$ cat config.mk
export PLATFORM = sky130hd
export DESIGN_NAME = efsr_top
export DESIGN_NICKNAME = d
export VERILOG_FILES = /design/src/efsr_cmd_decode.v /design/src/efsr_serial_slave.v /design/src/efsr_top.v
export VERILOG_INCLUDE_DIRS = /design/src /design/src/src
export SDC_FILE = /design/constraint.sdc
export NUM_CORES = 1
export LEC_CHECK = 0
export ABC_AREA = 1
export ABC_CLOCK_PERIOD_IN_PS = 3570
export BUFFER_PORTS_ARGS = -buffer_cell sky130_fd_sc_hd__buf_2
export CORE_MARGIN = 10
export CORE_UTILIZATION = 30
export CTS_BUF_LIST = sky130_fd_sc_hd__clkbuf_4 sky130_fd_sc_hd__clkbuf_8
export CTS_CLUSTER_DIAMETER = 200
export DETAILED_ROUTE_END_ITERATION = 7
export PLACE_DENSITY_LB_ADDON = 0.2
export RECOVER_POWER = 50
export SLEW_MARGIN = 20
export SYNTH_ARGS = -nofsm -noshare
export SYNTH_HDL_FRONTEND = slang
export SYNTH_SLANG_ARGS = --single-unit
export TNS_END_PERCENT = 20
$ cat constraint.sdc
create_clock -name clk -period 3.57 [get_ports clk]
set_clock_uncertainty 0.05 [all_clocks]
set_input_delay 0 -clock clk [delete_from_list [all_inputs] [get_ports clk]]
set_output_delay 0 -clock clk [all_outputs]
set_load 0.05 [all_outputs]
$ cat src/efsr_defs.vh
// constants for the event flag and soft reset register bank
`ifndef EFSR_DEFS_VH
`define EFSR_DEFS_VH

// ****************************************
// register map
// ****************************************
`define EFSR_NUM_REGS      48
`define EFSR_ADDR_HUNDRED  6'h00
`define EFSR_ADDR_SECONDS  6'h01
`define EFSR_ADDR_MINUTES  6'h02
`define EFSR_ADDR_DAYS     6'h04
`define EFSR_ADDR_WEEKDAYS 6'h05
`define EFSR_ADDR_MONTHS   6'h06
`define EFSR_ADDR_ALM_LO   6'h08
`define EFSR_ADDR_ALM_HI   6'h0F
`define EFSR_ADDR_STAMP_LO 6'h11
`define EFSR_ADDR_STAMP_HI 6'h22
`define EFSR_ADDR_PIN_IO   6'h27
`define EFSR_ADDR_FUNCTION 6'h28
`define EFSR_ADDR_FLAGS    6'h2B
`define EFSR_ADDR_STOP_EN  6'h2E
`define EFSR_ADDR_RESET    6'h2F
`define EFSR_PTR_LAST      8'h2F

// ****************************************
// reset values
// ****************************************
`define EFSR_RST_SECONDS   8'h80
`define EFSR_RST_DAYS      8'h01
`define EFSR_RST_WEEKDAYS  8'h06
`define EFSR_RST_MONTHS    8'h01
`define EFSR_RST_ZERO      8'h00

// ****************************************
// fields and command codes
// ****************************************
`define EFSR_MIN_SUMMARY   7
`define EFSR_STOP_BIT      0
`define EFSR_CMD_SR        8'h2C
`define EFSR_CMD_PRE_CLR   8'hA4
`define EFSR_CMD_CTS       8'h25
`define EFSR_CMD_PRE_CTS   8'hA5

// ****************************************
// serial bus
// ****************************************
`define EFSR_SLAVE_ADDR    7'h51
`define EFSR_BITS_BYTE     4'h8

`endif

$ cat src/efsr_cmd_decode.v
// command byte decoder for the soft reset command register
`timescale 1ns/10ps
`include "efsr_defs.vh"

module efsr_cmd_decode (
    // clock and reset
    input  wire       clk,
    input  wire       resetn,
    // command write
    input  wire       cmd_stb,
    input  wire [7:0] cmd_byte,
    // action pulses
    output reg        do_sr,
    output reg        do_pre_clr,
    output reg        do_cts
);

    always @(posedge clk or negedge resetn) begin
        if (!resetn) begin
            do_sr  <= 1'b0;
            do_pre_clr <= 1'b0;
            do_cts <= 1'b0;
        end else begin
            // unknown codes fall through with all pulses low
            do_sr  <= cmd_stb && (cmd_byte == `EFSR_CMD_SR);
            do_pre_clr <= cmd_stb && ((cmd_byte == `EFSR_CMD_PRE_CLR) ||
                                      (cmd_byte == `EFSR_CMD_PRE_CTS));
            do_cts <= cmd_stb && ((cmd_byte == `EFSR_CMD_CTS) ||
                                  (cmd_byte == `EFSR_CMD_PRE_CTS));
        end
    end

endmodule

$ cat src/efsr_serial_slave.v
// two-wire serial slave: byte level write and read strobes
`timescale 1ns/10ps
`include "efsr_defs.vh"

module efsr_serial_slave (
    // clock and reset
    input  wire       clk,
    input  wire       resetn,
    // bus pins
    input  wire       scl_in,
    input  wire       sda_in,
    output reg        sda_oe_n,
    // byte side
    output reg        wr_stb,
    output reg        wr_ptr,
    output reg  [7:0] wr_data,
    output reg        rd_stb,
    input  wire [7:0] rd_data
);

    localparam [2:0] ST_IDLE  = 3'h0;
    localparam [2:0] ST_ADDR  = 3'h1;
    localparam [2:0] ST_WBYTE = 3'h2;
    localparam [2:0] ST_WACK  = 3'h3;
    localparam [2:0] ST_RBYTE = 3'h4;
    localparam [2:0] ST_RACK  = 3'h5;

    reg [2:0] state;
    reg [3:0] bitcnt;
    reg [7:0] shreg;
    reg       scl_q;
    reg       sda_q;
    reg       scl_r;
    reg       sda_r;
    reg       is_read;
    reg       first;
    reg       nack;

    wire start = scl_q && scl_r && sda_r && !sda_q;
    wire stop  = scl_q && scl_r && !sda_r && sda_q;
    wire rise  = scl_q && !scl_r;
    wire fall  = !scl_q && scl_r;
    wire full  = (bitcnt == `EFSR_BITS_BYTE);

    always @(posedge clk or negedge resetn) begin
        if (!resetn) begin
            state    <= ST_IDLE;
            bitcnt   <= 4'h0;
            shreg    <= 8'h00;
            scl_q    <= 1'b1;
            sda_q    <= 1'b1;
            scl_r    <= 1'b1;
            sda_r    <= 1'b1;
            is_read  <= 1'b0;
            first    <= 1'b0;
            nack     <= 1'b0;
            sda_oe_n <= 1'b1;
            wr_stb   <= 1'b0;
            wr_ptr   <= 1'b0;
            wr_data  <= 8'h00;
            rd_stb   <= 1'b0;
        end else begin
            scl_q  <= scl_in;
            sda_q  <= sda_in;
            scl_r  <= scl_q;
            sda_r  <= sda_q;
            wr_stb <= 1'b0;
            rd_stb <= 1'b0;
            if (start) begin
                state    <= ST_ADDR;
                bitcnt   <= 4'h0;
                sda_oe_n <= 1'b1;
            end else if (stop) begin
                state    <= ST_IDLE;
                sda_oe_n <= 1'b1;
            end else begin
                case (state)
                    ST_ADDR, ST_WBYTE: begin
                        if (rise && !full) begin
                            shreg  <= {shreg[6:0], sda_q};
                            bitcnt <= bitcnt + 4'h1;
                        end else if (fall && full) begin
                            if (state == ST_ADDR && shreg[7:1] != `EFSR_SLAVE_ADDR) begin
                                state <= ST_IDLE;
                            end else begin
                                // out-of-range pointers still get acknowledged
                                sda_oe_n <= 1'b0;
                                state    <= ST_WACK;
                                if (state == ST_ADDR) begin
                                    is_read <= shreg[0];
                                    first   <= 1'b1;
                                end else begin
                                    wr_stb  <= 1'b1;
                                    wr_ptr  <= first;
                                    wr_data <= shreg;
                                    first   <= 1'b0;
                                end
                            end
                        end
                    end
                    ST_WACK, ST_RACK: begin
                        if (rise)
                            nack <= sda_q;
                        if (fall) begin
                            bitcnt <= 4'h1;
                            if (is_read && !(state == ST_RACK && nack)) begin
                                shreg    <= {rd_data[6:0], 1'b0};
                                sda_oe_n <= rd_data[7];
                                rd_stb   <= 1'b1;
                                state    <= ST_RBYTE;
                            end else if (is_read) begin
                                sda_oe_n <= 1'b1;
                                state    <= ST_IDLE;
                            end else begin
                                sda_oe_n <= 1'b1;
                                bitcnt   <= 4'h0;
                                state    <= ST_WBYTE;
                            end
                        end
                    end
                    ST_RBYTE: begin
                        if (fall) begin
                            bitcnt <= bitcnt + 4'h1;
                            if (full) begin
                                sda_oe_n <= 1'b1;
                                state    <= ST_RACK;
                            end else begin
                                sda_oe_n <= shreg[7];
                                shreg    <= {shreg[6:0], 1'b0};
                            end
                        end
                    end
                    default: begin
                        sda_oe_n <= 1'b1;
                    end
                endcase
            end
        end
    end

endmodule

$ cat src/efsr_top.v
// event flag register and soft reset command bank of the clock device
//
// Behaviour
// - eight flags in one status byte, tick bit 7 down to capture one bit 0.
// - a flag is set by its event and stays until software clears it.
// - writing zero into a flag position clears that flag.
// - writing one into a flag position leaves that flag as it is.
// - a flag write stores current flags ANDed with the written byte.
// - all flags ORed into a summary bit read as minutes MSB.
// - command byte 2Ch to the command register starts a full soft reset.
// - soft reset also clears the prescaler and the timestamps.
// - command byte A4h clears only the prescaler.
// - command byte 25h clears the timestamps.
// - command byte A5h clears prescaler and timestamps together.
// - any other command byte is ignored without side effect.
// - power-on reset gives the soft reset state, but also zeroes the alarm registers 08h to 0Fh.
// - after reset calendar mode, no hundredths, 00:00:00.00, 2000.01.01, Saturday.
// - after reset interrupt A and clock pin give 32 kHz, capture pin off.
// - reset loads seconds 80h, days and months 01h, weekdays 06h, others zero.
// - soft reset leaves the alarm setting registers 08h to 0Fh unchanged.
// - stop gates the time base; prescaler clear resets the prescaler.
`timescale 1ns/10ps
`include "efsr_defs.vh"

module efsr_top (
    // clock and reset
    input  wire       clk,
    input  wire       resetn,
    // serial bus pins
    input  wire       scl_in,
    input  wire       sda_in,
    output reg        sda_out,
    output wire       sda_oe_n,
    // flag events from the owning functions, one bit per flag
    input  wire [7:0] flag_events,
    // stop request from the capture pin logic
    input  wire       capture_stop,
    // state towards the rest of the device
    output reg  [7:0] event_flags,
    output reg        event_summary,
    output reg        soft_reset_pulse,
    output reg        prescaler_clear,
    output reg        timestamp_clear,
    output reg        time_base_enable,
    output reg  [7:0] function_cfg,
    output reg  [7:0] pin_io_cfg
);

    // ****************************************
    // helpers
    // ****************************************
    function [7:0] efsr_reset_value;
        input [5:0] a;
        begin
            case (a)
                `EFSR_ADDR_SECONDS:  efsr_reset_value = `EFSR_RST_SECONDS;
                `EFSR_ADDR_DAYS:     efsr_reset_value = `EFSR_RST_DAYS;
                `EFSR_ADDR_WEEKDAYS: efsr_reset_value = `EFSR_RST_WEEKDAYS;
                `EFSR_ADDR_MONTHS:   efsr_reset_value = `EFSR_RST_MONTHS;
                default:             efsr_reset_value = `EFSR_RST_ZERO;
            endcase
        end
    endfunction

    function efsr_in_range;
        input [5:0] a;
        input [5:0] lo;
        input [5:0] hi;
        begin
            efsr_in_range = (a >= lo) && (a <= hi);
        end
    endfunction

    // ****************************************
    // storage and bus side
    // ****************************************
    reg  [7:0] regs [0:`EFSR_NUM_REGS-1];
    reg  [7:0] ptr;
    reg  [7:0] rd_data;
    reg  [7:0] next_flags;
    reg  [7:0] flag_mask;
    integer    i;

    wire       wr_stb;
    wire       wr_ptr;
    wire [7:0] wr_data;
    wire       rd_stb;
    wire       do_sr;
    wire       do_pre_clr;
    wire       do_cts;

    wire       ptr_ok   = (ptr <= `EFSR_PTR_LAST);
    wire       data_wr  = wr_stb && !wr_ptr && ptr_ok;
    wire       flag_wr  = data_wr && (ptr[5:0] == `EFSR_ADDR_FLAGS);
    wire       cmd_wr   = data_wr && (ptr[5:0] == `EFSR_ADDR_RESET);
    wire       plain_wr = data_wr && !flag_wr && !cmd_wr;

    efsr_serial_slave u_slave (
        .clk      (clk),
        .resetn   (resetn),
        .scl_in   (scl_in),
        .sda_in   (sda_in),
        .sda_oe_n (sda_oe_n),
        .wr_stb   (wr_stb),
        .wr_ptr   (wr_ptr),
        .wr_data  (wr_data),
        .rd_stb   (rd_stb),
        .rd_data  (rd_data)
    );

    efsr_cmd_decode u_cmd (
        .clk      (clk),
        .resetn   (resetn),
        .cmd_stb  (cmd_wr),
        .cmd_byte (wr_data),
        .do_sr    (do_sr),
        .do_pre_clr (do_pre_clr),
        .do_cts   (do_cts)
    );

    // ****************************************
    // read data
    // ****************************************
    always @* begin
        if (!ptr_ok || ptr[5:0] == `EFSR_ADDR_RESET)
            rd_data = 8'h00;
        else if (ptr[5:0] == `EFSR_ADDR_FLAGS)
            rd_data = event_flags;
        else if (ptr[5:0] == `EFSR_ADDR_MINUTES)
            rd_data = {event_summary, regs[`EFSR_ADDR_MINUTES][6:0]};
        else
            rd_data = regs[ptr[5:0]];
    end

    // ****************************************
    // flag update
    // ****************************************
    always @* begin
        // soft reset zeroes the flags, a write ANDs, otherwise hold
        if (do_sr)
            flag_mask = 8'h00;
        else if (flag_wr)
            flag_mask = wr_data;
        else
            flag_mask = 8'hFF;
        // set beats clear so an event during the write is kept
        next_flags = (event_flags & flag_mask) | flag_events;
    end

    // ****************************************
    // registers
    // ****************************************
    always @(posedge clk or negedge resetn) begin
        if (!resetn) begin
            // power-on gives the soft reset image; alarms start at zero here
            for (i = 0; i < `EFSR_NUM_REGS; i = i + 1) begin
                regs[i] <= efsr_reset_value(i[5:0]);
            end
            ptr              <= 8'h00;
            sda_out          <= 1'b0;
            event_flags      <= 8'h00;
            event_summary    <= 1'b0;
            soft_reset_pulse <= 1'b0;
            prescaler_clear  <= 1'b0;
            timestamp_clear  <= 1'b0;
            time_base_enable <= 1'b1;
            function_cfg     <= 8'h00;
            pin_io_cfg       <= 8'h00;
        end else begin
            sda_out <= 1'b0;
            // pointer: loaded by the first byte, bumped per data byte, wraps
            if (wr_stb && wr_ptr) begin
                ptr <= wr_data;
            end else if ((data_wr || rd_stb) && ptr_ok) begin
                if (ptr == `EFSR_PTR_LAST)
                    ptr <= 8'h00;
                else
                    ptr <= ptr + 8'h01;
            end

            if (do_sr) begin
                for (i = 0; i < `EFSR_NUM_REGS; i = i + 1) begin
                    if (!efsr_in_range(i[5:0], `EFSR_ADDR_ALM_LO, `EFSR_ADDR_ALM_HI))
                        regs[i] <= efsr_reset_value(i[5:0]);
                end
            end else begin
                if (do_cts) begin
                    for (i = 0; i < `EFSR_NUM_REGS; i = i + 1) begin
                        if (efsr_in_range(i[5:0], `EFSR_ADDR_STAMP_LO, `EFSR_ADDR_STAMP_HI))
                            regs[i] <= `EFSR_RST_ZERO;
                    end
                end
                // command decode runs a cycle behind, so no clash with a write
                if (plain_wr)
                    regs[ptr[5:0]] <= wr_data;
            end

            event_flags   <= next_flags;
            event_summary <= |next_flags;

            soft_reset_pulse <= do_sr;
            prescaler_clear  <= do_sr || do_pre_clr;
            timestamp_clear  <= do_sr || do_cts;

            // stop freezes the time base; output clocks are not touched here
            time_base_enable <= !(regs[`EFSR_ADDR_STOP_EN][`EFSR_STOP_BIT] ||
                                  capture_stop);
            // zero in both means 32 kHz on both outputs and capture pin off
            function_cfg     <= regs[`EFSR_ADDR_FUNCTION];
            pin_io_cfg       <= regs[`EFSR_ADDR_PIN_IO];
        end
    end

endmodule

==> results.sh <==
export IMPL_status="complete, but fails checks"
export IMPL_violations="max-capacitance violations, max-slew violations"
export IMPL_synth_top_area_share_pct=51.6
export IMPL_ys_ff_latch=458
export IMPL_crit_required_ns=4.11
export IMPL_crit_slowest_cell="dfrtp_2"
export IMPL_fin_tns_setup_ns=0
export IMPL_worstHoldPathType="register to register"
export IMPL_numPortBuffers=42
export IMPL_grt_start_max_net_pins=83
export IMPL_slew_viol_final=62
export IMPL_synth_area_leaders="dfrtp_1, nand2_1, o21ai_0"
export IMPL_cpMostUsedCell="nand2_1"
export IMPL_syn_cell_area_um2=21700
export IMPL_rsz0062_at_grt="false"
export IMPL_clk_path_buf_depth=3
export IMPL_vias_per_cell=5.21
export IMPL_fmax_mhz=306
export IMPL_nets=2789
export IMPL_worst_pin_slew_ns=2.03
export IMPL_cts_tree="built"
export IMPL_holdPathStages=0
export IMPL_grtUsageMet1_pct=26.6
export IMPL_worst_path_stages=16
export IMPL_critPathLaunchType="register"
export IMPL_crit_type="register to register"
export IMPL_die_area_um2=83400
export IMPL_antenna_found_initial=2
export IMPL_ys_types=43
export IMPL_cap_violations=1
export IMPL_vdd_ir_drop_max_v=0.000303
export IMPL_p_per_area_nw_per_um2=507
export IMPL_max_stage_delay_ns=0.62
export IMPL_ys_warn_count=0
export IMPL_grtUsageMet3_pct=3.91
export IMPL_syn_num_nets=2738
export IMPL_grt_pass1_wl_mm=123
export IMPL_cts_root_buffer="clkbuf_8"
export IMPL_reg2regPathDepth=16
export IMPL_async_reset_ff_share_pct=100
export IMPL_grt_pass1_vias=19500
export IMPL_clock_sinks=458
export IMPL_critical_path_top_delay_family="simple AND/OR/NAND/NOR gates"
export IMPL_die_h_um=289
export IMPL_start_util_pct=30.3
export IMPL_setup_viol=0
export IMPL_cp_cell_sequence="nor2_2 -> nand2_1 -> inv_2 -> buf_4 -> nand2_1 -> o21ai_0 -> inv_1 -> nand3_1 -> nand2_1 -> nand2_1 -> nor2_1 -> nand2_1 -> nand2_1 -> nand2_1 -> nand2_1 -> a21oi_1"
export IMPL_die_x_um=289
export IMPL_drtAntennaViolNets=0
export IMPL_syn_avg_cell_area_um2=7.97
export IMPL_postLayoutCoreUtil_pct=34.8
export IMPL_clock_latency_ns=0.68
export IMPL_post_route_period_util_pct=91.5
export IMPL_busiest_layer="met2"
export IMPL_path_clk_slew_ns=0.06
export IMPL_wirelength_mm=79.4
export IMPL_cp_data_arrival_time_ns=3.81
export IMPL_yosysSeqAreaShare_pct=52.9
export IMPL_io_pins=44
export IMPL_synth_edff_count=0
export IMPL_syn_to_final_growth_pct=14.8
export IMPL_cp_buffers_inverters=3
export IMPL_crit_fanout=26
export IMPL_grt_ovfl_total=0
export IMPL_drive_gt1_share_pct=10.4
export IMPL_place_hpwl_mm=51.7
export IMPL_fill_cells=7633
export IMPL_cts_buffers=82
export IMPL_gr_usage_all_layers_pct=19.0
export IMPL_synth_ff_type="dfrtp_1"
export IMPL_end_kind="register"
export IMPL_synth_top_cell_by_area="dfrtp_1"
export IMPL_drt_initial_drc_count=1850
export IMPL_route_detailed_drc=0
export IMPL_core_area_um2=71600
export IMPL_hold_violations=0
export IMPL_wl_per_cell_um=21.0
export IMPL_htree_levels=3
export IMPL_relSlewSlack_pct=-35.4
export IMPL_gp_congestion=0.912
export IMPL_via_count=19700
export IMPL_period_minus_slack_ns=3.27
export IMPL_total_leakage_power_nw=11.2
export IMPL_synthCells=2721
export IMPL_cts_setup_buffers=0
export IMPL_num_rows=98
export IMPL_grt_util_met2_pct=28.8
export IMPL_firstDrtPassIters=6
[path summary, 6_finish.rpt]
path | slack (ns) | endpoint | from
worst min register to register | 0.32 | function_cfg[1]$_DFF_PN0_ | regs[57]$_DFFE_PN0P_
worst max register to register | 0.30 | u_slave.shreg[3]$_DFFE_PN0P_ | ptr[1]$_DFFE_PN0P_
max in group asynchronous | 0.51 | regs[363]$_DFFE_PN0P_ | resetn
worst max-delay path | 0.30 | u_slave.shreg[3]$_DFFE_PN0P_ | ptr[1]$_DFFE_PN0P_
worst min-delay path | 0.32 | function_cfg[1]$_DFF_PN0_ | regs[57]$_DFFE_PN0P_
min in group asynchronous | 0.94 | regs[88]$_DFFE_PN0P_ | resetn
[through the flow]
step / setup slack [ns] / cell area (um^2) / total power [W] / std cells / hold WS [ns]
after floorplan: 1.38 / 21700 / 0.00664 / 2721 / -0.346
after global placement: 0.136 / 23000 / 0.00759 / 3613 / 0.0605
after detailed placement: 0.159 / 23000 / 0.00757 / 3613 / 0.0606
after CTS: 0.115 / 25000 / 0.0127 / 3785 / 0.329
after global routing: 0.0774 / 24900 / 0.0132 / 3786 / 0.349
final: 0.305 / 24900 / 0.0126 / 3787 / 0.325
[cell usage after synthesis, drive strengths merged (11+ instances only)]
library cell and count:
clkbuf 115, a22oi 27, o21ai 346, nand3 183, a21oi 234, inv 188, buf 57, o22ai 78
dfrtp 447, nand2 851, dfstp 11, nor2 91, nor3 12, nand4 21
[layout make-up]
class	instances	area [um^2]	area share (%)
Timing Repair Buffer	139	1030	4.14
Tap cell	950	1190	4.78
Clock buffer	131	1580	6.34
Clock inverter	16	98.8	0.397
Multi-Input combinational cell	1897	8770	35.3
Antenna cell	2	5.00	0.0201
Sequential cell	458	11500	46.1
Inverter	194	734	2.95
[repair_timing]
action / in CTS / in global routing
hold buffers: 25 / 0
endpoints found under the setup margin: 0 / 2
hold endpoints to repair: 220 / 0
gates resized for setup: 0 / 1
[per-layer routing]
layer | wire length [um] | vias up
li1 | - | 9130
met1 | 35700 | 9710
met2 | 35400 | 758
met3 | 6030 | 140
met4 | 2330 | 0
met5 | 0 | -
[cell families after synthesis]
logic type      share of synthesized area (%)
flops                                    52.9
mux                                    0.0519
fa+ha+maj                               0.231
compound gates                           17.5
simple gates                             22.5
buf+inv                                  6.80
other cells                            0.0173
[report_power, final]
group | internal, W | switching [W] | leakage (nW)
Combinational | 0.000449 | 0.00152 | 4.05
Clock | 0.00280 | 0.00228 | 0.902
Sequential | 0.00533 | 0.000228 | 6.28
Total | 0.00859 | 0.00403 | 11.2
[flip-flops by register name (all words and copies together), names as in the netlist, 3 cells and up]
signal and flops:
u_slave.wr_data 8, pin_io_cfg 8, u_slave.shreg 8, u_slave.state 3, u_slave.bitcnt 4, function_cfg 8, regs 384, event_flags 8
ptr 8
[cell usage in the layout, fill, tap and decap left out, drive strengths merged, types with 3 or more instances in the layout]
cell	instances
nor2	91
dlygate4sd3	24
nor3	12
nand3b	5
or2	9
o21bai	7
dfstp	11
o22ai	78
o31ai	3
nand4	21
o211ai	6
o21ai	346
clkbuf	165
a31oi	3
clkinv	15
buf	81
clkinvlp	3
ha	4
nand2	851
nand3	183
inv	192
a22oi	27
nor4	6
dfrtp	447
a21oi	234
Power figures use the tool's default switching activity.
